<file path="config.mk">
export PLATFORM = sky130hd
export DESIGN_NAME = error_class_flags
export DESIGN_NICKNAME = d
export VERILOG_FILES = /design/src/pkg/err_flags_pkg.sv /design/src/logic/error_class_flags.sv /design/src/logic/pin_sync.sv /design/src/logic/record_store.sv
export SDC_FILE = /design/constraint.sdc
export NUM_CORES = 2
export LEC_CHECK = 0
export BUFFER_PORTS_ARGS = -buffer_cell sky130_fd_sc_hd__buf_2
export CAP_MARGIN = 20
export CELL_PAD_IN_SITES_DETAIL_PLACEMENT = 0
export CELL_PAD_IN_SITES_GLOBAL_PLACEMENT = 1
export CORE_AREA = 2 2 289 291
export CTS_CLUSTER_SIZE = 8
export DETAILED_ROUTE_END_ITERATION = 10
export DIE_AREA = 0 0 291 293
export GPL_TIMING_DRIVEN = 0
export PLACE_DENSITY = 0.65
export SYNTH_ARGS = -nofsm -noshare
export SYNTH_HDL_FRONTEND = slang
export SYNTH_HIERARCHICAL = 1
export SYNTH_SLANG_ARGS = --single-unit
</file>
<file path="constraint.sdc">
create_clock -name sys_clk -period 2.7 [get_ports sys_clk]
set_input_delay 0.405 -clock sys_clk [delete_from_list [all_inputs] [get_ports sys_clk]]
set_output_delay 0.405 -clock sys_clk [all_outputs]
set_load 0.02 [all_outputs]
</file>
<file path="src/pkg/err_flags_pkg.sv">
// constants, types and register map of the error-class flag block
// assumes a word-addressed avalon-mm slave port and one 40 mhz clock
package err_flags_pkg;
  // register word indices on the avalon-mm port
  localparam int ADDR_W = 6;
  localparam logic [5:0] REG_FLAGS = 6'h00;
  localparam logic [5:0] REG_IRQ_STS = 6'h01;
  localparam logic [5:0] REG_IRQ_MASK = 6'h02;
  localparam logic [5:0] REG_CTRL = 6'h03;
  localparam logic [5:0] REG_BUS_STS = 6'h04;
  localparam int REC_SEL_BIT = 5;
  localparam int REC_IDX_W = 5;

  // error classes, also the bit order of every per-class field
  localparam int NUM_CLS = 4;
  localparam int CLS_FATAL = 0;
  localparam int CLS_SERIOUS = 1;
  localparam int CLS_LIGHT = 2;
  localparam int CLS_WARN = 3;

  // flag word layout
  localparam int FLAG_SUM_BIT = 10;
  localparam int FLAG_CLS_LSB = 11;

  // control register layout and reset value
  localparam int CTRL_ABORT_BIT = 0;
  localparam logic CTRL_ABORT_RST = 1'h0;

  // field-bus status word layout
  localparam int ST_NO_SERIOUS = 0;
  localparam int ST_IN_CYCLE = 1;
  localparam int ST_TIME_OK = 2;
  localparam int ST_BATTERY = 3;
  localparam int ST_CNT_LSB = 8;
  localparam int CNT_W = 8;

  // error record store: eight 16-bit words per class
  localparam int REC_WORDS = 8;
  localparam int WORD_W = 16;
  localparam int DATA_W = 32;

  typedef enum logic [1:0] {
    LT_NONE = 2'h0,
    LT_BUS = 2'h1,
    LT_REMOTE = 2'h3,
    LT_SERIAL = 2'h2
  } light_type_t;

  typedef enum logic {
    BUS_IDLE = 1'h0,
    BUS_ACK = 1'h1
  } bus_state_t;

  typedef struct packed {
    logic [NUM_CLS-1:0] cls_evt;
    light_type_t ltype;
    logic rec_we;
    logic [1:0] rec_cls;
    logic [2:0] rec_word;
    logic [WORD_W-1:0] rec_data;
  } err_report_t;

  typedef struct packed {
    logic read;
    logic write;
    logic [ADDR_W-1:0] address;
    logic [DATA_W-1:0] writedata;
  } avmm_req_t;

  typedef struct packed {
    logic [DATA_W-1:0] readdata;
    logic waitrequest;
  } avmm_rsp_t;

  typedef struct packed {
    logic run_switch;
    logic power_fail;
    logic battery;
    logic time_valid;
    logic slave_role;
    logic in_bus_cycle;
  } site_in_t;

  typedef struct packed {
    logic fatal;
    logic serious;
    logic light;
    logic bus_err;
    logic remote_err;
    logic serial_err;
  } indicator_t;

  typedef struct packed {
    logic outputs_false;
    logic prog_port_ok;
    logic prog_run_ok;
  } reaction_t;
endpackage : err_flags_pkg

</file>
<file path="src/logic/error_class_flags.sv">
// error class flags, indicators, reactions and field-bus status word
// assumes err_rpt, cold_start, prog_start and remote_count come from
// logic on sys_clk; site pins are asynchronous and are synchronised here
//
// The register addresses and the Avalon-MM register port were decided locally.
`timescale 1ns/1ps

module error_class_flags
  import err_flags_pkg::*;
(
  input wire logic sys_clk,
  input wire logic nrst,
  input wire err_flags_pkg::avmm_req_t avm_req,
  output err_flags_pkg::avmm_rsp_t avm_rsp,
  input wire err_flags_pkg::err_report_t err_rpt,
  input wire err_flags_pkg::site_in_t site_pins,
  input wire logic cold_start,
  input wire logic prog_start,
  input wire logic [err_flags_pkg::CNT_W-1:0] remote_count,
  output err_flags_pkg::indicator_t ind,
  output err_flags_pkg::reaction_t react,
  output logic [15:0] remote_bus_status_word,
  output logic irq
);
  import err_flags_pkg::*;

  typedef struct packed {
    logic [NUM_CLS-1:0] cls;
    logic [2:0] lind;
    logic [NUM_CLS-1:0] irq_sts;
    logic [NUM_CLS-1:0] irq_mask;
    logic abort_sel;
    logic [CNT_W-1:0] max_cnt;
    logic [15:0] bus_sts;
    bus_state_t bst;
    logic [DATA_W-1:0] rdata;
    logic run_prev;
    logic pf_prev;
  } st_t;
  st_t s_q, s_d;

  site_in_t site;
  logic [WORD_W-1:0] rec_rd;
  logic run_rise;
  logic pf_rise;
  logic rec_clear;
  logic acc_wr;
  logic sw_rec_we;
  logic [DATA_W-1:0] flags_word;
  logic [NUM_CLS-1:0] cls_clr;
  logic [NUM_CLS-1:0] w1c;
  logic ack_clr;

  // pins from the panel and board are asynchronous
  pin_sync #(
    .W($bits(site_in_t))
  ) u_sync (
    .sys_clk(sys_clk),
    .nrst(nrst),
    .pin(site_pins),
    .level(site)
  );

  // edge events on the synchronised pins
  assign run_rise = site.run_switch & ~s_q.run_prev;
  assign pf_rise = site.power_fail & ~s_q.pf_prev;

  // without a battery the record ram does not survive a power fail
  assign rec_clear = cold_start | (pf_rise & ~site.battery);

  // a write takes effect only at the edge where waitrequest is low
  assign acc_wr = avm_req.write & (s_q.bst == BUS_ACK);
  assign sw_rec_we = acc_wr & avm_req.address[REC_SEL_BIT];

  // identifier and detail words live in the record store
  record_store u_rec (
    .sys_clk(sys_clk),
    .nrst(nrst),
    .clear(rec_clear),
    .hw_we(err_rpt.rec_we),
    .hw_idx({err_rpt.rec_cls, err_rpt.rec_word}),
    .hw_data(err_rpt.rec_data),
    .sw_we(sw_rec_we),
    .sw_idx(avm_req.address[REC_IDX_W-1:0]),
    .sw_data(avm_req.writedata[WORD_W-1:0]),
    .rd_idx(avm_req.address[REC_IDX_W-1:0]),
    .rd_data(rec_rd)
  );

  // flag word image: sum bit plus one bit per class
  always_comb begin
    flags_word = '0;
    flags_word[FLAG_SUM_BIT] = |s_q.cls;
    flags_word[FLAG_CLS_LSB +: NUM_CLS] = s_q.cls;
  end

  // acknowledge sources for light and warning classes
  assign ack_clr = cold_start | run_rise | prog_start;

  // clear terms per class; fatal and serious only by cold start or reset
  always_comb begin
    cls_clr = '0;
    cls_clr[CLS_FATAL] = cold_start;
    cls_clr[CLS_SERIOUS] = cold_start;
    cls_clr[CLS_LIGHT] = ack_clr;
    cls_clr[CLS_WARN] = ack_clr;
    if (acc_wr && avm_req.address == REG_FLAGS) begin
      // software acknowledges by writing the flag false
      if (!avm_req.writedata[FLAG_CLS_LSB + CLS_LIGHT]) cls_clr[CLS_LIGHT] = 1'b1;
      if (!avm_req.writedata[FLAG_CLS_LSB + CLS_WARN]) cls_clr[CLS_WARN] = 1'b1;
    end
  end

  // interrupt status bits are cleared by writing one
  assign w1c = (acc_wr && avm_req.address == REG_IRQ_STS) ?
               avm_req.writedata[NUM_CLS-1:0] : '0;

  // next state of the whole block
  always_comb begin
    s_d = s_q;
    s_d.run_prev = site.run_switch;
    s_d.pf_prev = site.power_fail;
    // flags stay latched; a new event in the clearing cycle wins
    s_d.cls = (s_q.cls & ~cls_clr) | err_rpt.cls_evt;
    // light sub-indicators follow the light flag's acknowledgement
    if (cls_clr[CLS_LIGHT]) s_d.lind = '0;
    if (err_rpt.cls_evt[CLS_LIGHT]) begin
      unique case (err_rpt.ltype)
        LT_NONE: s_d.lind = s_d.lind;
        LT_BUS: s_d.lind[2] = 1'b1;
        LT_REMOTE: s_d.lind[1] = 1'b1;
        LT_SERIAL: s_d.lind[0] = 1'b1;
      endcase
    end
    s_d.irq_sts = (s_q.irq_sts & ~w1c) | err_rpt.cls_evt;
    // highest module count, restarted by a cold start
    if (cold_start) s_d.max_cnt = '0;
    else if (remote_count > s_q.max_cnt) s_d.max_cnt = remote_count;
    // status word rebuilt every cycle from current state
    s_d.bus_sts = '0;
    s_d.bus_sts[ST_NO_SERIOUS] = ~s_q.cls[CLS_SERIOUS];
    s_d.bus_sts[ST_IN_CYCLE] = site.slave_role & site.in_bus_cycle;
    s_d.bus_sts[ST_TIME_OK] = site.time_valid;
    s_d.bus_sts[ST_BATTERY] = site.battery;
    s_d.bus_sts[ST_CNT_LSB +: CNT_W] = s_q.max_cnt;
    // register writes
    if (acc_wr) begin
      unique case (avm_req.address)
        REG_IRQ_MASK: s_d.irq_mask = avm_req.writedata[NUM_CLS-1:0];
        REG_CTRL: s_d.abort_sel = avm_req.writedata[CTRL_ABORT_BIT];
        default: s_d.irq_mask = s_d.irq_mask;
      endcase
    end
    // one wait cycle per access, read data caught on the way into ack
    unique case (s_q.bst)
      BUS_IDLE: begin
        if (avm_req.read || avm_req.write) s_d.bst = BUS_ACK;
        s_d.rdata = '0;
        if (avm_req.read) begin
          if (avm_req.address[REC_SEL_BIT]) s_d.rdata = {16'h0000, rec_rd};
          else begin
            unique case (avm_req.address)
              REG_FLAGS: s_d.rdata = flags_word;
              REG_IRQ_STS: s_d.rdata = {28'h0000000, s_q.irq_sts};
              REG_IRQ_MASK: s_d.rdata = {28'h0000000, s_q.irq_mask};
              REG_CTRL: s_d.rdata = {31'h00000000, s_q.abort_sel};
              REG_BUS_STS: s_d.rdata = {16'h0000, s_q.bus_sts};
              default: s_d.rdata = '0;
            endcase
          end
        end
      end
      BUS_ACK: s_d.bst = BUS_IDLE;
    endcase
  end

  // power-on clears every flag and indicator
  always_ff @(posedge sys_clk or negedge nrst) begin
    if (!nrst) begin
      s_q <= '0;
      s_q.abort_sel <= CTRL_ABORT_RST;
      s_q.bst <= BUS_IDLE;
    end else begin
      s_q <= s_d;
    end
  end

  // avalon answer: combinational handshake, registered data
  assign avm_rsp.waitrequest = (avm_req.read | avm_req.write) & (s_q.bst != BUS_ACK);
  assign avm_rsp.readdata = s_q.rdata;

  // panel indicators straight from the latched flags
  assign ind.fatal = s_q.cls[CLS_FATAL];
  assign ind.serious = s_q.cls[CLS_SERIOUS];
  assign ind.light = s_q.cls[CLS_LIGHT];
  assign ind.bus_err = s_q.lind[2];
  assign ind.remote_err = s_q.lind[1];
  assign ind.serial_err = s_q.lind[0];

  // reactions; the programming port never loses access
  assign react.outputs_false = s_q.cls[CLS_FATAL] | s_q.cls[CLS_SERIOUS];
  assign react.prog_port_ok = 1'b1;
  assign react.prog_run_ok = ~(s_q.cls[CLS_FATAL] | s_q.cls[CLS_SERIOUS] |
                               (s_q.cls[CLS_LIGHT] & s_q.abort_sel));

  assign remote_bus_status_word = s_q.bus_sts;
  assign irq = |(s_q.irq_sts & s_q.irq_mask);
endmodule : error_class_flags

</file>
<file path="src/logic/pin_sync.sv">
// three-stage synchroniser with agreement filter for slow pins
// assumes inputs change far slower than sys_clk
`timescale 1ns/1ps
module pin_sync #(
  parameter int W = 6
) (
  input wire logic sys_clk,
  input wire logic nrst,
  input wire logic [W-1:0] pin,
  output logic [W-1:0] level
);
  typedef struct packed {
    logic [W-1:0] s1;
    logic [W-1:0] s2;
    logic [W-1:0] s3;
    logic [W-1:0] o;
  } st_t;
  st_t s_q, s_d;

  // a bit only moves once stages two and three agree; stage one feeds stage two only
  always_comb begin
    s_d = s_q;
    s_d.s1 = pin;
    s_d.s2 = s_q.s1;
    s_d.s3 = s_q.s2;
    for (int i = 0; i < W; i++) begin
      if (s_q.s2[i] == s_q.s3[i]) s_d.o[i] = s_q.s3[i];
    end
  end

  always_ff @(posedge sys_clk or negedge nrst) begin
    if (!nrst) s_q <= '0;
    else s_q <= s_d;
  end

  assign level = s_q.o;
endmodule : pin_sync

</file>
<file path="src/logic/record_store.sv">
// error identifier and detail words, eight per class
// assumes one hardware writer and one software writer on the same clock
`timescale 1ns/1ps
module record_store
  import err_flags_pkg::*;
(
  input wire logic sys_clk,
  input wire logic nrst,
  input wire logic clear,
  input wire logic hw_we,
  input wire logic [REC_IDX_W-1:0] hw_idx,
  input wire logic [WORD_W-1:0] hw_data,
  input wire logic sw_we,
  input wire logic [REC_IDX_W-1:0] sw_idx,
  input wire logic [WORD_W-1:0] sw_data,
  input wire logic [REC_IDX_W-1:0] rd_idx,
  output logic [WORD_W-1:0] rd_data
);
  localparam int ENTRIES = NUM_CLS * REC_WORDS;
  logic [ENTRIES-1:0][WORD_W-1:0] mem_q, mem_d;

  // a hardware report beats both a software write and a clear in the same cycle,
  // so an error raised during a cold start still leaves its record behind
  always_comb begin
    mem_d = mem_q;
    if (sw_we) mem_d[sw_idx] = sw_data;
    if (clear) mem_d = '0;
    if (hw_we) mem_d[hw_idx] = hw_data;
  end

  always_ff @(posedge sys_clk or negedge nrst) begin
    if (!nrst) mem_q <= '0;
    else mem_q <= mem_d;
  end

  assign rd_data = mem_q[rd_idx];
endmodule : record_store

</file>
======== Word-level counts from Yosys, hierarchy flattened ========
Cells that the tools add are included.
word-level totals
  bits in registers ....................... 607
  input bits .............................. 86
  word-level logic and storage cells ...... 135
cells by class
  magnitude comparators ................... 5
  equality and inequality tests ........... 13
  multiplexer cells ....................... 27
  bitwise operators ....................... 27
  reduce and logical (&&, ||, !) cells .... 11
operator list
  kind                                                                           count
  512-bit two-way mux                                                            3
  512-bit bitwise mux                                                            2
  16-bit demux with 5-bit select                                                 2
  16-bit binary-select mux with 5-bit select                                     1
  16-bit one-hot mux with 5 select lines                                         1
  32-bit two-way mux                                                             2
  16-bit two-way mux                                                             3
  8-bit two-way mux                                                              2
  4-bit bitwise AND                                                              3
  6-bit by 2-bit equality test with 1-bit output (second input constant)         2
  5-bit by 6-bit less-than comparator with 1-bit output (second input constant)  2
  5-bit by 1-bit >= comparator with 1-bit output (second input constant)         2
  1-bit bitwise AND                                                              8
  8-bit > comparator                                                             1
  4-bit NOT                                                                      2
  4-bit OR                                                                       2
  4-bit OR reduction                                                             2
  1-bit equality test                                                            6
  6-bit by 1-bit equality test with 1-bit output (second input constant)         1
  6-bit by 3-bit equality test with 1-bit output (second input constant)         1
  6-bit zero test                                                                1
  1-bit two-way mux                                                              6
  3-bit two-way mux                                                              2
  1-bit NOT                                                                      6
  other kinds (10)                                                               20

======== Longest topological paths before layout ========
  depth in word-level cells ............... 9
  depth in mapped cells ................... 11
  mapped depth without buffers ............ 8

======== By module ========
Netlist, hierarchy kept.
modules (own cells, without submodules)
  module             times used  cells each  area an instance (µm²)
  record_store       1           2979        28972.8
  error_class_flags  1           295         3009.1
  pin_sync           1           36          713.2

======== Worst setup path after synthesis ========
No wires, ideal clock.
  path type ............................... input to register
  start ................................... input port avm_req[37] (netlist name)
  end ..................................... register u_rec/mem_q[390] (netlist name)
  arrival time ............................ 2293 ps
  data required time ...................... 2581 ps
  setup slack ............................. 289 ps
  stages on the path ...................... 9
  cells stage by stage .................... buf_4 -> clkbuf_1 -> and3_1 -> or3b_1 -> buf_4 -> nor2_8 -> buf_6 -> mux2i_1 -> o21ai_2
RTL lines
  item                  line                     source
  from (decl)           error_class_flags.sv:13  input wire err_flags_pkg::avmm_req_t avm_req,
  to (signal assigned)  record_store.sv:33       else mem_q <= mem_d;
  to (decl)             record_store.sv:20       logic [ENTRIES-1:0][WORD_W-1:0] mem_q, mem_d;

======== Worst setup path in the final report ========
  start ................................... input port avm_req[32] (netlist name)
  end ..................................... register s_q (netlist bit avm_rsp[15])
on the way
  cells in the longest elaborated chain, start to end .. 4
ends and longest elaborated chain
  item                                        line                      source
  16-bit binary-select mux with 5-bit select  record_store.sv:36        assign rd_data = mem_q[rd_idx];
  16-bit two-way mux (implied by the code)    record_store.sv:36
  net rec_rd[14]                              error_class_flags.sv:43   logic [WORD_W-1:0] rec_rd;
  32-bit two-way mux                          error_class_flags.sv:160  if (avm_req.address[REC_SEL_BIT]) s_d.rdata = {16'h0000, rec_rd};
  32-bit two-way mux                          error_class_flags.sv:159  if (avm_req.read) begin
  to (decl)                                   error_class_flags.sv:40   st_t s_q, s_d;
The timed path passes the listed nets, and every way through them passes these cells. The select of a mux whose other input is x is not followed.
A chain may end at the register's enable or synchronous reset.

==> run summary <==
Predominant post-synthesis flop cell: sky130_fd_sc_hd__dfrtp_1. For this run, design rule violations remaining after detail routing come to 0. The count of flip-flops with a built-in enable after synthesis works out to 0.

The clock passes through at most 3 buffers. The tools report the post-route setup TNS as -0.148 ns. Sequential share of the synthesized area: 45.2%. The number of nets in the final layout was 3639. The Yosys step of the flow raised 6 warnings.

Counting flops with an async set or reset pin after synthesis yields a share of 100%. For this block, wires on met1 add up to 53.8 mm. Summing all flip-flop and latch instances after layout gives 14800 µm². In the final routed layout, each cell accounts on average for 26.3 µm. The congestion estimate from routability-driven global placement came to 0.919. VDD sags by at most 0.000419 V.

The final critical path takes up 103% of the cycle. For the site row count, the log shows 105. The area of the die came out at 85300 µm². After layout, the minimum clock period comes to 2.78 ns. In this run, placement finished with an instance count of 4511.

The filler cells instantiated in the layout total 7757. Mean instance size in the synthesized netlist: 9.88 µm². The dominant cell by count in the synthesized netlist is sky130_fd_sc_hd__mux2i_1. The share of the synthesized area in the top cell type was 45.2%; the total power density per cell area was 574 nW/µm².

For the sum of overflow across all layers after global routing, the log shows 0. The ratio of routed vias to standard cells was 5.71; the max-slew violation count was 0. The number of antenna violations at the first check in global routing was 4; the detailed placement HPWL was 92.4 mm. The fmax came out at 0.360 GHz.

The worst-path cell with the longest stage delay is sky130_fd_sc_hd__a222oi_1. The fraction of final layout cells with drive strength greater than 1 is 15.3%. Once the floorplan was initialized, standard cells occupied 39.9% of the core.

For the maximum number of pins on one net before global-route repair, the log shows 118. The wire length on met3 came out at 7.10 mm. In this run the vertical extent of the chip is 293 µm.

The via count of the first global-routing pass is 26300, and the number of buffers inserted by port buffering is 106. In this run the standard cell core region covers 81800 µm². The routed design has 122 mm of wire. The signal arrival time at the worst endpoint came out at 3.24 ns. Counting stages on the worst path, the most repeated cell is sky130_fd_sc_hd__buf_2. The number of failing hold endpoints at the final stage was 0; the layout-stage area growth over the synthesis result was 14.3%.

The run gives 0 as the count of maximum capacitance violations. Top routing layer in use: met4. The first global-routing pass estimated 179 mm of wire. The netlist uses 67 different library cells.

In this design, the largest share of critical-path delay is due to buffers and inverters. Counting instances in the post-synthesis netlist gives the leading cell types as sky130_fd_sc_hd__mux2i_1, sky130_fd_sc_hd__dfrtp_1, sky130_fd_sc_hd__nand2_1. Measured along the x axis, the die boundary spans 291 µm.

After synthesis, the cell types taking the most area are sky130_fd_sc_hd__dfrtp_1, sky130_fd_sc_hd__mux2i_1, sky130_fd_sc_hd__nand2_1. For this design the top-level I/O count stands at 145. The deepest level of the CTS H-tree is 3, and the final standard cell utilization of the core is 45.7%. For the clock sink count, the log shows 591.

The netlist area before placement came out at 32700 µm². In this run the clock root is driven by a sky130_fd_sc_hd__clkbuf_16. Setup repair after global routing could not meet its margin everywhere.

The final reports fail on setup timing. The finished layout holds 4626 standard cells, fillers aside. The leakage power of the design was 17.5 nW; the slew at the pin closest to its max-slew limit was 1.13 ns. The run finished, with violations left. The final count of negative-setup-slack endpoints came out at 5. For this block, the via count after detailed routing is 26400. Traced cell by cell, the critical path runs through buf_2 -> nor2_1 -> buf_2 -> buf_2 -> a22oi_1 -> nand4_1 -> nand3_2 -> a222oi_1 -> o21ai_0. The total global-route track usage is 28.1%, and the number of optimization iterations in the first detailed-route pass is 6. The worst setup path is captured at a flip-flop.

The clock input transition at the sequential cells of the worst setup and hold paths was 0.05 ns. TritonCTS built the clock tree. Number of instances in the synthesized netlist: 3310.

STA classifies the critical path startpoint as an input pin. The biggest area contributor in the post-synthesis netlist is sky130_fd_sc_hd__dfrtp_1. The worst hold path belongs to the class in2reg.

In this run the worst path has a maximum fanout of 10. The multi-input combinational cells in the finished layout cover a total of 16100 µm². The routed length on met2 is 56.8 mm, and the number of nets with antenna violations after detailed routing is 0. The number of buffers and inverters on the critical path is 3.

The final setup slack of the worst path came out at -0.0767 ns. In this design, the stage delay of the slowest critical-path cell is 0.57 ns. The detailed router finished its first iteration with 2303 violations.

The hold slack was 0.0293 ns; the number of synthesized register bits was 591. The worst setup path is of the in2reg kind. The clock reaches the later pin of the worst-skew pair after 0.62 ns.

Measured against its own limit, the worst slew margin works out to 24.9%. At the worst endpoint, the required time is 3.17 ns. For the final database, setup skew stands at 0.0217 ns. Buffers inserted during clock tree synthesis total 84.
[worst paths after layout]
path                                start         endpoint  slack [ns]  cells past startpoint
min in group asynchronous            nrst  u_rec/mem_q[26]        0.25                      2
setup / recovery              avm_req[32]      avm_rsp[15]       -0.08                      9
max in group asynchronous            nrst   u_sync/s_d[11]        0.37                      5
hold reg to reg            u_sync/s_d[16]   u_sync/s_d[10]        0.33                      0
hold / removal                err_rpt[23]           ind[2]        0.03                      2
setup reg to reg                  s_q[34]  u_rec/mem_q[21]        0.11                      8
[per-stage QoR]
stage                     area (µm²)  total power, W  setup slack [ns]
final                          37400          0.0215           -0.0767
after floorplan                32800          0.0108             0.289
after global routing           37400          0.0222           -0.0401
after global placement         34600          0.0120            -11.37
after CTS                      37200          0.0216           0.00372
after detailed placement       34800          0.0121             -1.59
[kinds of logic (layout without fill, tap and decap cells)]
family | count (synthesis) | in the layout | synth area share [%]
other cells | 2 | 25 | 0.0230
buf+inv | 383 | 606 | 5.99
flops | 591 | 591 | 45.2
fa+ha+maj | 14 | 14 | 0.513
compound gates | 734 | 734 | 12.9
mux | 774 | 774 | 23.7
simple gates | 812 | 812 | 11.7
[what timing repair did]
action,in CTS,in global routing
gates resized for setup,55,28
endpoints found under the setup margin,215,82
pin swaps,3,12
hold endpoints to repair,50,0
setup buffers,1,9
hold buffers,10,0
[cell usage in the layout, fill, tap and decap left out, drive strengths merged, types with 8 or more instances in the layout]
cell type      n
mux2i        768
nand2        594
dfrtp        591
o21ai        528
buf          315
clkbuf       264
a22oi         69
nor2          60
a21oi         44
nand3         40
or2           35
a22o          32
nand4         25
nor3          22
conb          21
a31oi         16
inv           14
a221o         11
dlygate4sd3   10
a222oi         9
nand3b         9
a21o           8
o211ai         8
ha             8
[cell type report]
class,instances,area share [%]
multi-input cells,2355,43.0
flip-flops and latches,591,39.6
clock buffers,87,5.74
plain buffers,370,5.47
well taps,1070,3.58
repair buffers,132,2.31
clock inverters,6,0.181
inverters,11,0.110
diodes,4,0.0268
[sequential cells by signal, summed over array words and instances, names as in the netlist]
name	count
avm_rsp	16
u_sync/level	6
u_sync/s_d	12
s_d	8
remote_bus_status_word	12
ind	6
s_q	12
u_sync/s_q	6
flags_word	1
u_rec/mem_q	512
[per-layer routing]
layer  track usage (%)  vias up
li1                  -    12000
met1              38.4    13400
met2              45.6      909
met3              4.34      185
met4              9.71        0
met5                 0        -
[power breakdown]
group	switching, W	total (W)	internal (W)	leakage [nW]
Sequential	0.000180	0.00927	0.00909	8.11
Clock	0.00391	0.00947	0.00556	1.09
Combinational	0.00191	0.00273	0.000824	8.27
Note: power is estimated with default switching activity, not from simulation.
